### src/include/trf_pkg.sv
// shared constants and types for the temperature result and configuration block
package trf_pkg;

  // register addresses
  localparam logic [7:0] TRF_REG_LOCAL = 8'h00;
  localparam logic [7:0] TRF_REG_R1_HIGH = 8'h01;
  localparam logic [7:0] TRF_REG_CFG1_RD = 8'h03;
  localparam logic [7:0] TRF_REG_CFG1_WR = 8'h09;
  localparam logic [7:0] TRF_REG_R1_LOW = 8'h10;
  localparam logic [7:0] TRF_REG_CFG2 = 8'h24;
  localparam logic [7:0] TRF_REG_R2_HIGH = 8'h30;
  localparam logic [7:0] TRF_REG_R2_LOW = 8'h33;

  // primary configuration fields
  localparam int TRF_CFG1_IRQ_MASK_BIT = 7;
  localparam int TRF_CFG1_HALT_BIT = 6;
  localparam int TRF_CFG1_PINSEL_BIT = 5;
  localparam int TRF_CFG1_REMSEL_BIT = 3;
  localparam int TRF_CFG1_RANGE_BIT = 2;
  localparam int TRF_CFG1_BLK1_BIT = 1;
  localparam int TRF_CFG1_BLK2_BIT = 0;
  localparam logic [7:0] TRF_CFG1_WR_MASK = 8'hEF;

  // secondary configuration fields
  localparam int TRF_CFG2_LOCK_BIT = 7;

  // reset values
  localparam logic [7:0] TRF_PTR_RESET = 8'h00;
  localparam logic [7:0] TRF_RESULT_RESET = 8'h00;
  localparam logic [7:0] TRF_CFG_RESET = 8'h00;
  localparam logic [7:0] TRF_READ_NONE = 8'h00;

  // measurement format, temperature in signed quarter degrees
  localparam int TRF_TEMP_W = 11;
  localparam logic signed [11:0] TRF_EXT_OFFSET_Q = 12'sh100;
  localparam logic signed [11:0] TRF_NORMAL_MAX_Q = 12'sh1FF;
  localparam logic signed [11:0] TRF_EXT_MAX_Q = 12'sh3FF;
  localparam logic [7:0] TRF_NORMAL_SAT_HIGH = 8'h7F;
  localparam logic [7:0] TRF_EXT_ADD = 8'h40;

  typedef enum logic [1:0] {
    TRF_CH_LOCAL,
    TRF_CH_R1,
    TRF_CH_R2,
    TRF_CH_NONE
  } trf_chan_e;

  typedef enum logic [1:0] {
    TRF_WR_IDLE,
    TRF_WR_PTR,
    TRF_WR_DATA
  } trf_wr_e;

endpackage

### src/core/trf_result_format.sv
// converts a quarter-degree measurement into high and low result bytes
`timescale 1ns/1ps
`default_nettype none
module trf_result_format
  import trf_pkg::*;
(
  input wire logic signed [TRF_TEMP_W-1:0] temp_q_in,
  input wire logic ext_range_in,
  output logic [7:0] high_out,
  output logic [7:0] low_out
);

  logic signed [11:0] adj;

  always_comb begin
    adj = 12'(temp_q_in);
    high_out = TRF_RESULT_RESET;
    low_out = TRF_RESULT_RESET;
    if (ext_range_in) begin
      // offset binary
      adj = 12'(temp_q_in) + TRF_EXT_OFFSET_Q;
      if (adj > TRF_EXT_MAX_Q) begin
        adj = TRF_EXT_MAX_Q;
      end
    end
    if (adj < 0) begin
      // below zero
      high_out = TRF_RESULT_RESET;
      low_out = TRF_RESULT_RESET;
    end else if (!ext_range_in && adj > TRF_NORMAL_MAX_Q) begin
      // normal scale saturation
      high_out = TRF_NORMAL_SAT_HIGH;
      low_out = TRF_RESULT_RESET;
    end else begin
      // plain binary
      high_out = adj[9:2];
      low_out = {adj[1:0], 6'h00};
    end
  end

endmodule
`default_nettype wire

### src/core/trf_temp_regs.sv
// register map, result storage and configuration controls of the temperature block
//
// Operation
// range bit 0 gives 0..127 degrees, 1 gives -64..191 degrees.
// new scale takes effect from the next measurement stored.
// normal scale results are plain unsigned binary.
// extended scale results hold temperature plus 64.
// normal scale reports zero below zero degrees.
// normal scale saturates at 127 above 127 degrees.
// scale change switches encoding for next result; limits untouched.
// host reprograms limits itself after changing the scale.
// every register is eight bits wide.
// first written byte loads the address pointer, not a register.
// second byte writes pointed register; reads come from pointed register.
// pointer resets to 0x00 so first read gives local result.
// result registers change only from measurements, never host writes.
// results at 0x00, 0x01/0x10, 0x30/0x33.
// remote-select redirects second remote results to first remote addresses.
// all five results reset to 0x00.
// primary config read at 0x03, written at 0x09, resets zero.
// bit 7 blocks interrupt pin assertions in interrupt mode only.
// bit 6 halts conversions; bus works; both outputs inactive.
// bit 5 selects interrupt or second over-temperature pin function.
// bits 1 and 0 block first and second remote interrupts.
// secondary config at 0x24; bit 7 locks lockable registers.
// while locked, writes to lockable registers ignored; only reset clears.
`timescale 1ns/1ps
`default_nettype none
module trf_temp_regs
  import trf_pkg::*;
(
  input wire logic clk_sys_in,
  input wire logic rst_n_in,
  input wire logic txn_start_in,
  input wire logic wr_byte_valid_in,
  input wire logic [7:0] wr_byte_in,
  input wire logic rd_strobe_in,
  output logic [7:0] rd_data_out,
  output logic rd_valid_out,
  input wire logic meas_valid_in,
  input wire logic [1:0] meas_chan_in,
  input wire logic signed [TRF_TEMP_W-1:0] meas_temp_in,
  input wire logic local_limit_in,
  input wire logic first_remote_limit_in,
  input wire logic second_remote_limit_in,
  input wire logic overtemp_in,
  input wire logic second_overtemp_in,
  output logic conv_run_out,
  output logic shared_pin_assert_out,
  output logic overtemp_comparator_out,
  output logic [7:0] pointer_out
);

  // eight-bit registers
  typedef struct packed {
    logic [7:0] ptr;
    logic [7:0] cfg1;
    logic lock;
    trf_wr_e wr_st;
    logic [7:0] loc;
    logic [7:0] r1h;
    logic [7:0] r1l;
    logic [7:0] r2h;
    logic [7:0] r2l;
    logic [7:0] rd_data;
    logic rd_valid;
  } trf_state_s;

  trf_state_s cur;
  trf_state_s next_cur;

  logic [7:0] fmt_high;
  logic [7:0] fmt_low;
  logic halt;
  logic remsel;
  logic pin_irq_mode;
  logic irq_raw;
  logic meas_ok;

  // scale bit steers formatter
  // new scale from next result
  trf_result_format u_format (
    .temp_q_in(meas_temp_in),
    .ext_range_in(cur.cfg1[TRF_CFG1_RANGE_BIT]),
    .high_out(fmt_high),
    .low_out(fmt_low)
  );

  assign halt = cur.cfg1[TRF_CFG1_HALT_BIT];
  assign remsel = cur.cfg1[TRF_CFG1_REMSEL_BIT];
  assign pin_irq_mode = !cur.cfg1[TRF_CFG1_PINSEL_BIT];
  assign meas_ok = meas_valid_in && !halt;

  // per-remote interrupt blocking
  assign irq_raw = local_limit_in
    || (first_remote_limit_in && !cur.cfg1[TRF_CFG1_BLK1_BIT])
    || (second_remote_limit_in && !cur.cfg1[TRF_CFG1_BLK2_BIT]);

  // read multiplexer for the pointed register
  function automatic logic [7:0] read_mux(input trf_state_s s);
    logic [7:0] v;
    v = TRF_READ_NONE;
    case (s.ptr)
      TRF_REG_LOCAL: v = s.loc;
      // remote redirect
      TRF_REG_R1_HIGH: v = s.cfg1[TRF_CFG1_REMSEL_BIT] ? s.r2h : s.r1h;
      TRF_REG_R1_LOW: v = s.cfg1[TRF_CFG1_REMSEL_BIT] ? s.r2l : s.r1l;
      TRF_REG_R2_HIGH: v = s.r2h;
      TRF_REG_R2_LOW: v = s.r2l;
      // primary config read address
      TRF_REG_CFG1_RD: v = s.cfg1;
      // secondary config
      TRF_REG_CFG2: v = {s.lock, 7'h00};
      default: v = TRF_READ_NONE;
    endcase
    return v;
  endfunction

  always_comb begin
    next_cur = cur;
    next_cur.rd_valid = 1'b0;
    if (txn_start_in) begin
      next_cur.wr_st = TRF_WR_PTR;
    end else if (wr_byte_valid_in) begin
      case (cur.wr_st)
        TRF_WR_PTR: begin
          // first byte loads pointer
          next_cur.ptr = wr_byte_in;
          next_cur.wr_st = TRF_WR_DATA;
        end
        TRF_WR_DATA: begin
          // locked registers ignore writes
          if (!cur.lock) begin
            // second byte to pointed register
            if (cur.ptr == TRF_REG_CFG1_WR) begin
              next_cur.cfg1 = wr_byte_in & TRF_CFG1_WR_MASK;
            end else if (cur.ptr == TRF_REG_CFG2) begin
              next_cur.lock = wr_byte_in[TRF_CFG2_LOCK_BIT];
            end
          end
          next_cur.wr_st = TRF_WR_IDLE;
        end
        TRF_WR_IDLE: begin
          next_cur.wr_st = TRF_WR_IDLE;
        end
        default: begin
          next_cur.wr_st = TRF_WR_IDLE;
        end
      endcase
    end
    if (rd_strobe_in) begin
      // read from pointed register
      next_cur.rd_data = read_mux(cur);
      next_cur.rd_valid = 1'b1;
    end
    // results written only by measurements
    if (meas_ok) begin
      // result placement
      case (meas_chan_in)
        TRF_CH_LOCAL: next_cur.loc = fmt_high;
        TRF_CH_R1: begin
          next_cur.r1h = fmt_high;
          next_cur.r1l = fmt_low;
        end
        TRF_CH_R2: begin
          next_cur.r2h = fmt_high;
          next_cur.r2l = fmt_low;
        end
        default: begin
          next_cur.loc = cur.loc;
        end
      endcase
    end
  end

  always_ff @(posedge clk_sys_in or negedge rst_n_in) begin
    if (!rst_n_in) begin
      // pointer reset
      cur.ptr <= TRF_PTR_RESET;
      cur.cfg1 <= TRF_CFG_RESET;
      cur.lock <= 1'b0;
      cur.wr_st <= TRF_WR_IDLE;
      // results reset
      cur.loc <= TRF_RESULT_RESET;
      cur.r1h <= TRF_RESULT_RESET;
      cur.r1l <= TRF_RESULT_RESET;
      cur.r2h <= TRF_RESULT_RESET;
      cur.r2l <= TRF_RESULT_RESET;
      cur.rd_data <= TRF_RESULT_RESET;
      cur.rd_valid <= 1'b0;
    end else begin
      cur <= next_cur;
    end
  end

  assign rd_data_out = cur.rd_data;
  assign rd_valid_out = cur.rd_valid;
  assign pointer_out = cur.ptr;

  // halt stops conversions and outputs
  assign conv_run_out = !halt;
  assign overtemp_comparator_out = overtemp_in && !halt;

  // shared pin function and masking
  always_comb begin
    shared_pin_assert_out = 1'b0;
    if (!halt) begin
      if (pin_irq_mode) begin
        shared_pin_assert_out = irq_raw && !cur.cfg1[TRF_CFG1_IRQ_MASK_BIT];
      end else begin
        shared_pin_assert_out = second_overtemp_in;
      end
    end
  end
endmodule
`default_nettype wire

### config.mk
export PLATFORM = sky130hd
export DESIGN_NAME = trf_temp_regs
export DESIGN_NICKNAME = d
export VERILOG_FILES = /design/src/include/trf_pkg.sv /design/src/core/trf_result_format.sv /design/src/core/trf_temp_regs.sv
export SDC_FILE = /design/constraint.sdc
export NUM_CORES = 1
export LEC_CHECK = 0
export BUFFER_PORTS_ARGS = -buffer_cell sky130_fd_sc_hd__clkbuf_2
export CAP_MARGIN = 20
export CORE_MARGIN = 3
export CORE_UTILIZATION = 25
export CTS_BUF_LIST = sky130_fd_sc_hd__clkbuf_2
export CTS_CLUSTER_DIAMETER = 30
export DETAILED_ROUTE_END_ITERATION = 6
export SETUP_SLACK_MARGIN = 0.02
export SLEW_MARGIN = 5
export SYNTH_ARGS = -nofsm -noshare
export SYNTH_HDL_FRONTEND = slang
export SYNTH_SLANG_ARGS = --single-unit
### constraint.sdc
create_clock -name clk_sys_in -period 5.21 [get_ports clk_sys_in]
set_input_delay 0.7815 -clock clk_sys_in [delete_from_list [all_inputs] [get_ports clk_sys_in]]
set_output_delay 0.7815 -clock clk_sys_in [all_outputs]
set_load 0.05 [all_outputs]
After elaboration in Yosys (flattened, before gate mapping) --
Index checks and enable logic that the tools add are counted.
Word-level totals: memories kept 0, bits in latches 0, RAM bits 0, output and inout bits 20, memory bits (read-only) 0, bits of input ports 32, register bits after elaboration 67, word-level logic and storage cells 68
Operators by class: equality and inequality tests 11, $mul 0, bitwise gates (word level) 2, add/sub/neg operators 1, div/mod/pow operators 0, $lt $le $gt $ge 3, muxes and demuxes 18, reductions and logical operators 22, shift-type cells 0
Operators with widths (count):
- $pmux 8 s7 | 1
- $mux 8 | 6
- $eq 8x6->1 const B | 3
- $mux 12 | 2
- $add 11x10->12 const B | 1
- $gt 12x10->1 const B | 1
- $gt 12x11->1 const B | 1
- $lt 12x1->1 const B | 1
- $eq 8x1->1 const B | 1
- $eq 8x2->1 const B | 1
- $eq 8x4->1 const B | 1
- $eq 8x5->1 const B | 1
- $logic_not 8->1 | 1
- $logic_and 1x1->1 | 6
- $mux 1 | 6
- $mux 2 | 3
- $reduce_and 2->1 | 3
- $reduce_and 3->1 | 2
- $logic_not 1->1 | 5
- $reduce_and 5->1 | 1
- $eq 2x1->1 const B | 2
- $eq 2x2->1 const B | 2
- $logic_not 2->1 | 1
- $logic_or 1x1->1 | 2
- 2 further kinds | 3

Logic depth before layout (Yosys ltp) --
Gate-level depths: netlist of run 1.
word-level depth 8, mapped depth 6, gate-level depth less buffers 5

Cells and area by module --
Synthesis of run 1 repeated with hierarchy kept, for this count alone.
Unflattened totals: cell total of the unflattened synthesis 330, area, all modules 3653.5 µm²
By module, submodules not included:
- trf_temp_regs | instances 1, area an instance 3310.7 µm², sequential area each 1676.6 µm², cells an instance 274
- trf_result_format | instances 1, area an instance 342.8 µm², sequential area each 0.0 µm², cells an instance 56

Worst setup path before layout of run 1 --
No wires, ideal clock.
path type input to output, from input first_remote_limit_in, to output shared_pin_assert_out, buffers on the path 0, slack 2.633 ns, cell stages on the path 4, data required time 4.429 ns, data arrival time 1.796 ns, path through inv_1 o22ai_1 o21ai_0 a21oi_1
On the way: word-level cells in the longest chain between the ends 6
RTL lines:
- start, declared | RTL line trf_temp_regs.sv:44 | input wire logic first_remote_limit_in,
- $logic_and 1x1->1 | RTL line trf_temp_regs.sv:96 | || (first_remote_limit_in && !cur.cfg1[TRF_CFG1_BLK1_BIT])
- $logic_or 1x1->1 | RTL line trf_temp_regs.sv:96
- $logic_or 1x1->1 | RTL line trf_temp_regs.sv:97 | || (second_remote_limit_in && !cur.cfg1[TRF_CFG1_BLK2_BIT]);
- $logic_and 1x1->1 | RTL line trf_temp_regs.sv:209 | shared_pin_assert_out = irq_raw && !cur.cfg1[TRF_CFG1_IRQ_MASK_BIT];
- $mux 1 | RTL line trf_temp_regs.sv:208 | if (pin_irq_mode) begin
- $mux 1 | RTL line trf_temp_regs.sv:207 | if (!halt) begin
- end, declared | RTL line trf_temp_regs.sv:49 | output logic shared_pin_assert_out,
Every way passes these cells.

Worst setup path in the final report of run 1 --
from register cur[53] (netlist bit), to output shared_pin_assert_out
On the way: word-level cells in the longest chain between the ends 7
RTL lines:
- start, declared | RTL line trf_temp_regs.sv:69 | trf_state_s cur;
- start signal, assigned | RTL line trf_temp_regs.sv:192 | cur <= next_cur;
- $logic_not 1->1 | RTL line trf_temp_regs.sv:96
- $logic_and 1x1->1 | RTL line trf_temp_regs.sv:96
- $logic_or 1x1->1 | RTL line trf_temp_regs.sv:96
- $logic_or 1x1->1 | RTL line trf_temp_regs.sv:97
- $logic_and 1x1->1 | RTL line trf_temp_regs.sv:209
- $mux 1 | RTL line trf_temp_regs.sv:208
- $mux 1 | RTL line trf_temp_regs.sv:207
Every way passes these cells.

==> results.md, run 1 <==
- Clock Pin Slew Worst Setup and Hold Paths: 0.25 ns
- Largest net degree at the start of global routing: 56
- Reg2reg end: rd_data_out[6]
- Layout cells sized above 1: 26.82%
- Die area: 0.01344 mm2
- First-pass GRT wire length: 12060 um
- CP Class: reg2out
- Mapped Nets: 344
- Pre-antenna DRT Iters: 5
- Final number of setup-violating endpoints: 0
- GPL Wtd Cong: 0.8037
- Max_slew headroom: 54.23%
- Synth warnings: 0
- Initial Util: 26.02%
- RSZ-0062 raised after global routing: no
- Post-CTS setup buffers: 0
- Vias post-DR: 2469
- # diodes: 0
- Dominant cell type by area after synthesis: dfrtp_1
- Port bufs: 51
- TNS Setup: 0 ns
- Placed wire-length estimate: 5774 um
- Worst Path Arrival: 1.60 ns
- Remaining Overflow, GRT: 0
- CTS Sinks: 55
- Crit path capture type: output pin
- Post-cts sizing count: 0
- Asr flop ratio synth: 100.0%
- Synth unique cells: 49
- Origin of the critical flop-to-flop path: pointer_out[5]
- Register bit count reported by yosys: 55
- Finished Layout Cells: 486
- Met3 routed WL: 428 um
- Cell Pwr Density: 284.0 mW/mm2
- Area grow syn2layout: 11.43%
- Fin. Hold Viols: 0
- Register Area: 0.001376 mm2
- Routed wire length: 7500 um
- First DRT Iteration DRCs: 176
- Worst min path class: in2async
- CP Data Required Time: 4.43 ns
- Crit path to: shared_pin_assert_out
- Slowest stage delay, CP: 0.48 ns
- CTS buffer count: 5
- Fill cells: 1240
- Max Buffers Root-to-Sink: 2
- Vias in the first global route: 2259
- Synthesized area per cell: 9.747 um2
- Count leader, synth: dfrtp_1
- MaxCap Viol Count: 0
- Dominant synthesized flop cell: dfrtp_1
- Cells after Synth: 310
- Hold Slack: 0.4317 ns
- Initial antenna violation count: 0
- ANT nets after route: 0
- Top-area cell type share of the netlist area: 45.55%
- DR WL met2: 3298 um
- Worst-Margin Slew: 0.6840 ns
- Clock Skew: 0.007592 ns
- Status: finished clean
- Post-Syn Area: 0.003022 mm2
- Fmax achieved: 420.4 MHz
- WL/cell: 15.43 um
- Core Region: 0.01161 mm2
- Via/cell ratio: 5.080
- Placed cells: 478
- Cell at the slowest stage of the critical path: dfrtp_1
- Top post-synthesis cells by area: dfrtp_1 (46%), mux2_2 (7.1%), a31oi_1 (4.8%)
- Die Width: 115.9 um
- Count of pins over their slew limit: 0
- Num rows: 39
- Number of synthesized flops with an enable pin: 0
- Critical path fanouts, max: 3
- Top layer in use: met4
- Post-layout nets: 376
- Commonest cells in the netlist: dfrtp_1 (55), nor2_1 (32), a31oi_1 (23), o21ai_0 (20), mux2_2 (19)
- Reg2reg setup slack: 3.00 ns
- Clock latency on the worst-skew pair: 0.43 ns
- Drt drc: 0
- Setup crit start kind: flip-flop
- Setup crit start: cur[53]
- Worst r2r path cells: 4
- Power, Total: 0.0009561 W
- Part of the cycle the worst path needs: 45.65%
- Leakage: 1.408 nW
- Multi-input gate area in the final layout: 0.001413 mm2
- Worst-path cell chain: o22ai_1 > o21ai_0 > a21oi_1 > clkbuf_2
- M1 WL: 3716 um
- Die Y: 115.9 um
- CTS tree: yes
- H-tree depth: 2
- Maximum vdd drop: 0.08184 mV
- Ports: 52
- CTS root buffer: clkbuf_2
- GR Util All Layers: 11.26%
- Final min period: 2.379 ns
- Sequential share of the synthesized area: 45.55%
- Fin util: 28.99%
- CTS Hold Bufs: 0
==> state kept, by name, summed over array words and instances (netlist names) <==
signal        count
cur              38
pointer_out       8
rd_valid_out      1
rd_data_out       8
==> metrics by stage <==
| step | worst slack (ns) | area (um2) |
|---|---|---|
| 2_1_floorplan | 2.633 | 3022 |
| 3_3_place_gp | 2.914 | 3324 |
| 3_5_place_dp | 2.884 | 3324 |
| 4_1_cts | 2.790 | 3367 |
| 5_1_grt | 2.712 | 3367 |
| 6_report | 2.831 | 3367 |
==> critical path, delay by kind of cell (launching register included) <==
family / cells / cell delay (ns)
buf+inv: 1 / 0.29
flops: 1 / 0.48
compound gates: 3 / 0.40
==> kinds of logic after synthesis <==
| logic type | Yosys count | share of synthesized area [%] |
|---|---|---|
| mux | 26 | 9.400 |
| fa+ha+maj | 2 | 0.8280 |
| flops | 55 | 45.55 |
| compound gates | 92 | 20.66 |
| buf+inv | 49 | 8.116 |
| simple gates | 86 | 15.45 |
==> report_power, final <==
group,total [W],switching (W),internal (W)
clock network,0.000162,0.000127,0.0000348
registers,0.000546,0.0000689,0.000477
logic,0.000248,0.000156,0.0000922
==> how the worst min path moves through the flow <==
| stage | start | end | cells after the start |
|---|---|---|---|
| floorplan | rd_data_out[0] | rd_data_out[0] | 1 |
| global placement | rd_data_out[0] | rd_data_out[0] | 1 |
| detailed placement | rd_data_out[0] | rd_data_out[0] | 1 |
| CTS | rst_n_in | rd_data_out[4] | 2 |
| global route | rst_n_in | rd_data_out[4] | 2 |
| finish | rst_n_in | rd_valid_out | 2 |
==> routing by layer <==
| layer | GRT usage [%] | vias up |
|---|---|---|
| li1 | - | 1189 |
| met1 | 16.77 | 1192 |
| met2 | 16.88 | 81 |
| met3 | 2.193 | 7 |
| met4 | 2.552 | 0 |
| met5 | 0 | - |
==> layout make-up <==
class	instances	share of cell area, %
Multi-Input combinational cell	206	41.95
Clock inverter	2	0.3716
Sequential cell	55	40.88
Clock buffer	6	0.8919
Timing Repair Buffer	55	8.473
Tap cell	143	5.314
Inverter	19	2.118
==> cell usage in the layout, fill, tap and decap left out, types with 2 or more instances in the layout <==
master and n:
a211oi_1 2, dfrtp_1 55, and4b_1 2, a22o_1 5
nand2b_1 3, o2bb2ai_1 6, nor4bb_2 2, nor4_1 4
clkinv_1 2, nor2b_1 5, clkbuf_2 57, or4_1 2
inv_1 18, nand2_1 11, a21oi_1 17, a2111oi_0 3
mux2i_1 7, ha_1 2, nor3_1 7, or3b_2 3
a31oi_1 23, buf_4 4, o21ai_0 20, nand3_1 5
a222oi_1 2, mux2_2 19, a221oi_1 3, a32oi_1 2
nor2_1 32
No activity file was read; power rests on OpenSTA's default activity.
==> inputs of run 2 (changes only) <==
==> constraint.sdc (replaced) <==
create_clock -name clk_sys_in -period 1.95 [get_ports clk_sys_in]
set_input_delay 0.2925 -clock clk_sys_in [delete_from_list [all_inputs] [get_ports clk_sys_in]]
set_output_delay 0.2925 -clock clk_sys_in [all_outputs]
set_load 0.05 [all_outputs]
==> run 2 against run 1 <==
Net effect: hold slack got worse by 0.37 ns; non-clock buffer count is 20 higher; critical path type is now reg2reg; die area did not move; clock skew up 0.012 ns; core utilization rose by 1.7 points; count of clock-buffer cells in the layout is 1 lower; critical path depth up 1; cell area increased by 6.0%; combinational power grew to 3.6 times the previous value.
==> results.md, run 2 (synthesis gave the netlist of run 1 again) <==
- Final number of setup-violating endpoints: 0
- Ports: 52
- GR Util All Layers: 12.42%
- Post-layout nets: 396
- Seq pwr share: 50.8%
- Initial Util: 26.02%
- Area grow syn2layout: 18.10%
- MaxCap Viol Count: 0
- Final WS setup: 0.03522 ns
- Setup crit start: pointer_out[5]
- Fmax achieved: 522.3 MHz
- Port bufs: 51
- Num rows: 39
- Worst min path class: in2reg
- Critical path fanouts, max: 8
- Hold Crit Start: wr_byte_in[4]
- Pre-antenna DRT Iters: 4
- Drt drc: 0
- Clk network pwr share: 16.5%
- Leakage: 1.517 nW
- Clock latency on the worst-skew pair: 0.45 ns
- Finished Layout Cells: 506
- Clock Pin Slew Worst Setup and Hold Paths: 0.27 ns
- Fin. Hold Viols: 0
- WHS Path Cells: 2
- RSZ-0062 raised after global routing: yes
- Top reg by flops: cur
- Slowest stage delay, CP: 0.56 ns
- CTS Sinks: 55
- Cell at the slowest stage of the critical path: or4bb_4
- Sw Share: 37.39%
- Design area: 0.003568 mm2
- Layout cells sized above 1: 30.94%
- Maximum vdd drop: 0.2291 mV
- Most frequent cells in the layout: clkbuf_2 (55), dfrtp_1 (55), nor2_1 (32), a31oi_1 (23), o21ai_0 (20)
- Die Width: 115.9 um
- Via/cell ratio: 5.026
- Fin util: 30.73%
- Count of pins over their slew limit: 0
- Part of the cycle the worst path needs: 98.19%
- Clock Skew: 0.01951 ns
- WL/cell: 16.25 um
- Vias in the first global route: 2482
- Remaining Overflow, GRT: 0
- Max Buffers Root-to-Sink: 2
- Place WS: 0.04864 ns
- First-pass GRT wire length: 13160 um
- Final min period: 1.915 ns
- Crit path capture type: flip-flop
- GPL Wtd Cong: 0.8754
- Placed cells: 492
- CTS root buffer: clkbuf_2
- Core Region: 0.01161 mm2
- Routed wire length: 8220 um
- Cell area after placement: 0.003442 mm2
- Worst-path cell chain: buf_6 > or4bb_4 > a2111oi_4 > a211oi_4 > a32oi_1
- Placed wire-length estimate: 6236 um
- Pint: 0.001691 W
- NetSw: 0.001010 W
- CP Class: reg2reg
- Origin of the critical flop-to-flop path: pointer_out[5]
- Status: finished clean
- Largest register FFs: 38
- Worst-Margin Slew: 0.5600 ns
- First DRT Iteration DRCs: 187
- Die area: 0.01344 mm2
- Setup crit start kind: flip-flop
- Die Y: 115.9 um
- Cell Pwr Density: 756.8 mW/mm2
- Worst Path Arrival: 2.30 ns
- ANT nets after route: 0
- CTS buffer count: 5
- Logic pwr share: 32.7%
- Max_slew headroom: 62.28%
- Vias post-DR: 2543
- CP Data Required Time: 2.34 ns
- CTS tree: yes
- Initial antenna violation count: 0
- Largest net degree at the start of global routing: 56
- Worst r2r path cells: 5
- H-tree depth: 2
-- run 2: power by group through the flow --
stage | Sequential (W) | Clock, W | Combinational (W)
after floorplan | 0.00138 | 0 | 0.000588
after global placement | 0.00138 | 0 | 0.000828
after detailed placement | 0.00139 | 0 | 0.000838
after CTS | 0.00137 | 0.000457 | 0.000849
after global routing | 0.00139 | 0.000498 | 0.000961
final | 0.00137 | 0.000445 | 0.000883
-- run 2: layout make-up --
class / instances / area (um2)
fillers: 1230 / 8045
diodes: 1 / 2.502
clock buffers: 5 / 25.02
clock inverters: 2 / 13.76
inverters: 19 / 71.32
well taps: 143 / 178.9
multi-input cells: 206 / 1435
repair buffers: 75 / 465.4
flip-flops and latches: 55 / 1376
-- run 2: worst max-delay path, delay by kind of cell, from the launching register on --
kind	cells	cell delay, ns
AO/OA/AOI/OAI	3	0.73
buffers and inverters	1	0.13
flip-flops	1	0.43
AND/OR/NAND/NOR	1	0.56
-- run 2: repair_timing --
item,4_1_cts,5_1_grt
hold buffers,3,0
pin swaps,0,3
gates resized for setup,1,9
hold endpoints to repair,57,0
setup buffers,0,3
setup endpoints to repair,8,16
-- run 2: stage by stage --
stage / power (W) / hold slack, ns / setup TNS, ns
2_1_floorplan: 0.001971 / -0.003091 / 0
4_1_cts: 0.002677 / 0.03115 / 0
6_report: 0.002701 / 0.06507 / 0
3_3_place_gp: 0.002213 / 0.3145 / 0
5_1_grt: 0.002849 / 0.04804 / -0.1438
3_5_place_dp: 0.002229 / 0.3202 / 0
-- run 2: per-layer routing --
metal	share of wire (%)	vias up	track usage, %
met4	1.5	0	3.635
met5	0	-	0
li1	-	1226	-
met2	44	76	18.68
met1	49	1232	18.36
met3	4.9	9	1.984
-- run 2: worst paths after layout --
path                             endpoint  slack, ns
setup reg to reg           rd_data_out[7]       0.04
hold reg to reg            rd_data_out[3]       0.53
max in group asynchronous  rd_data_out[6]       1.37
min in group asynchronous         cur[16]       0.32
setup / recovery           rd_data_out[7]       0.04
hold / removal             pointer_out[4]       0.07
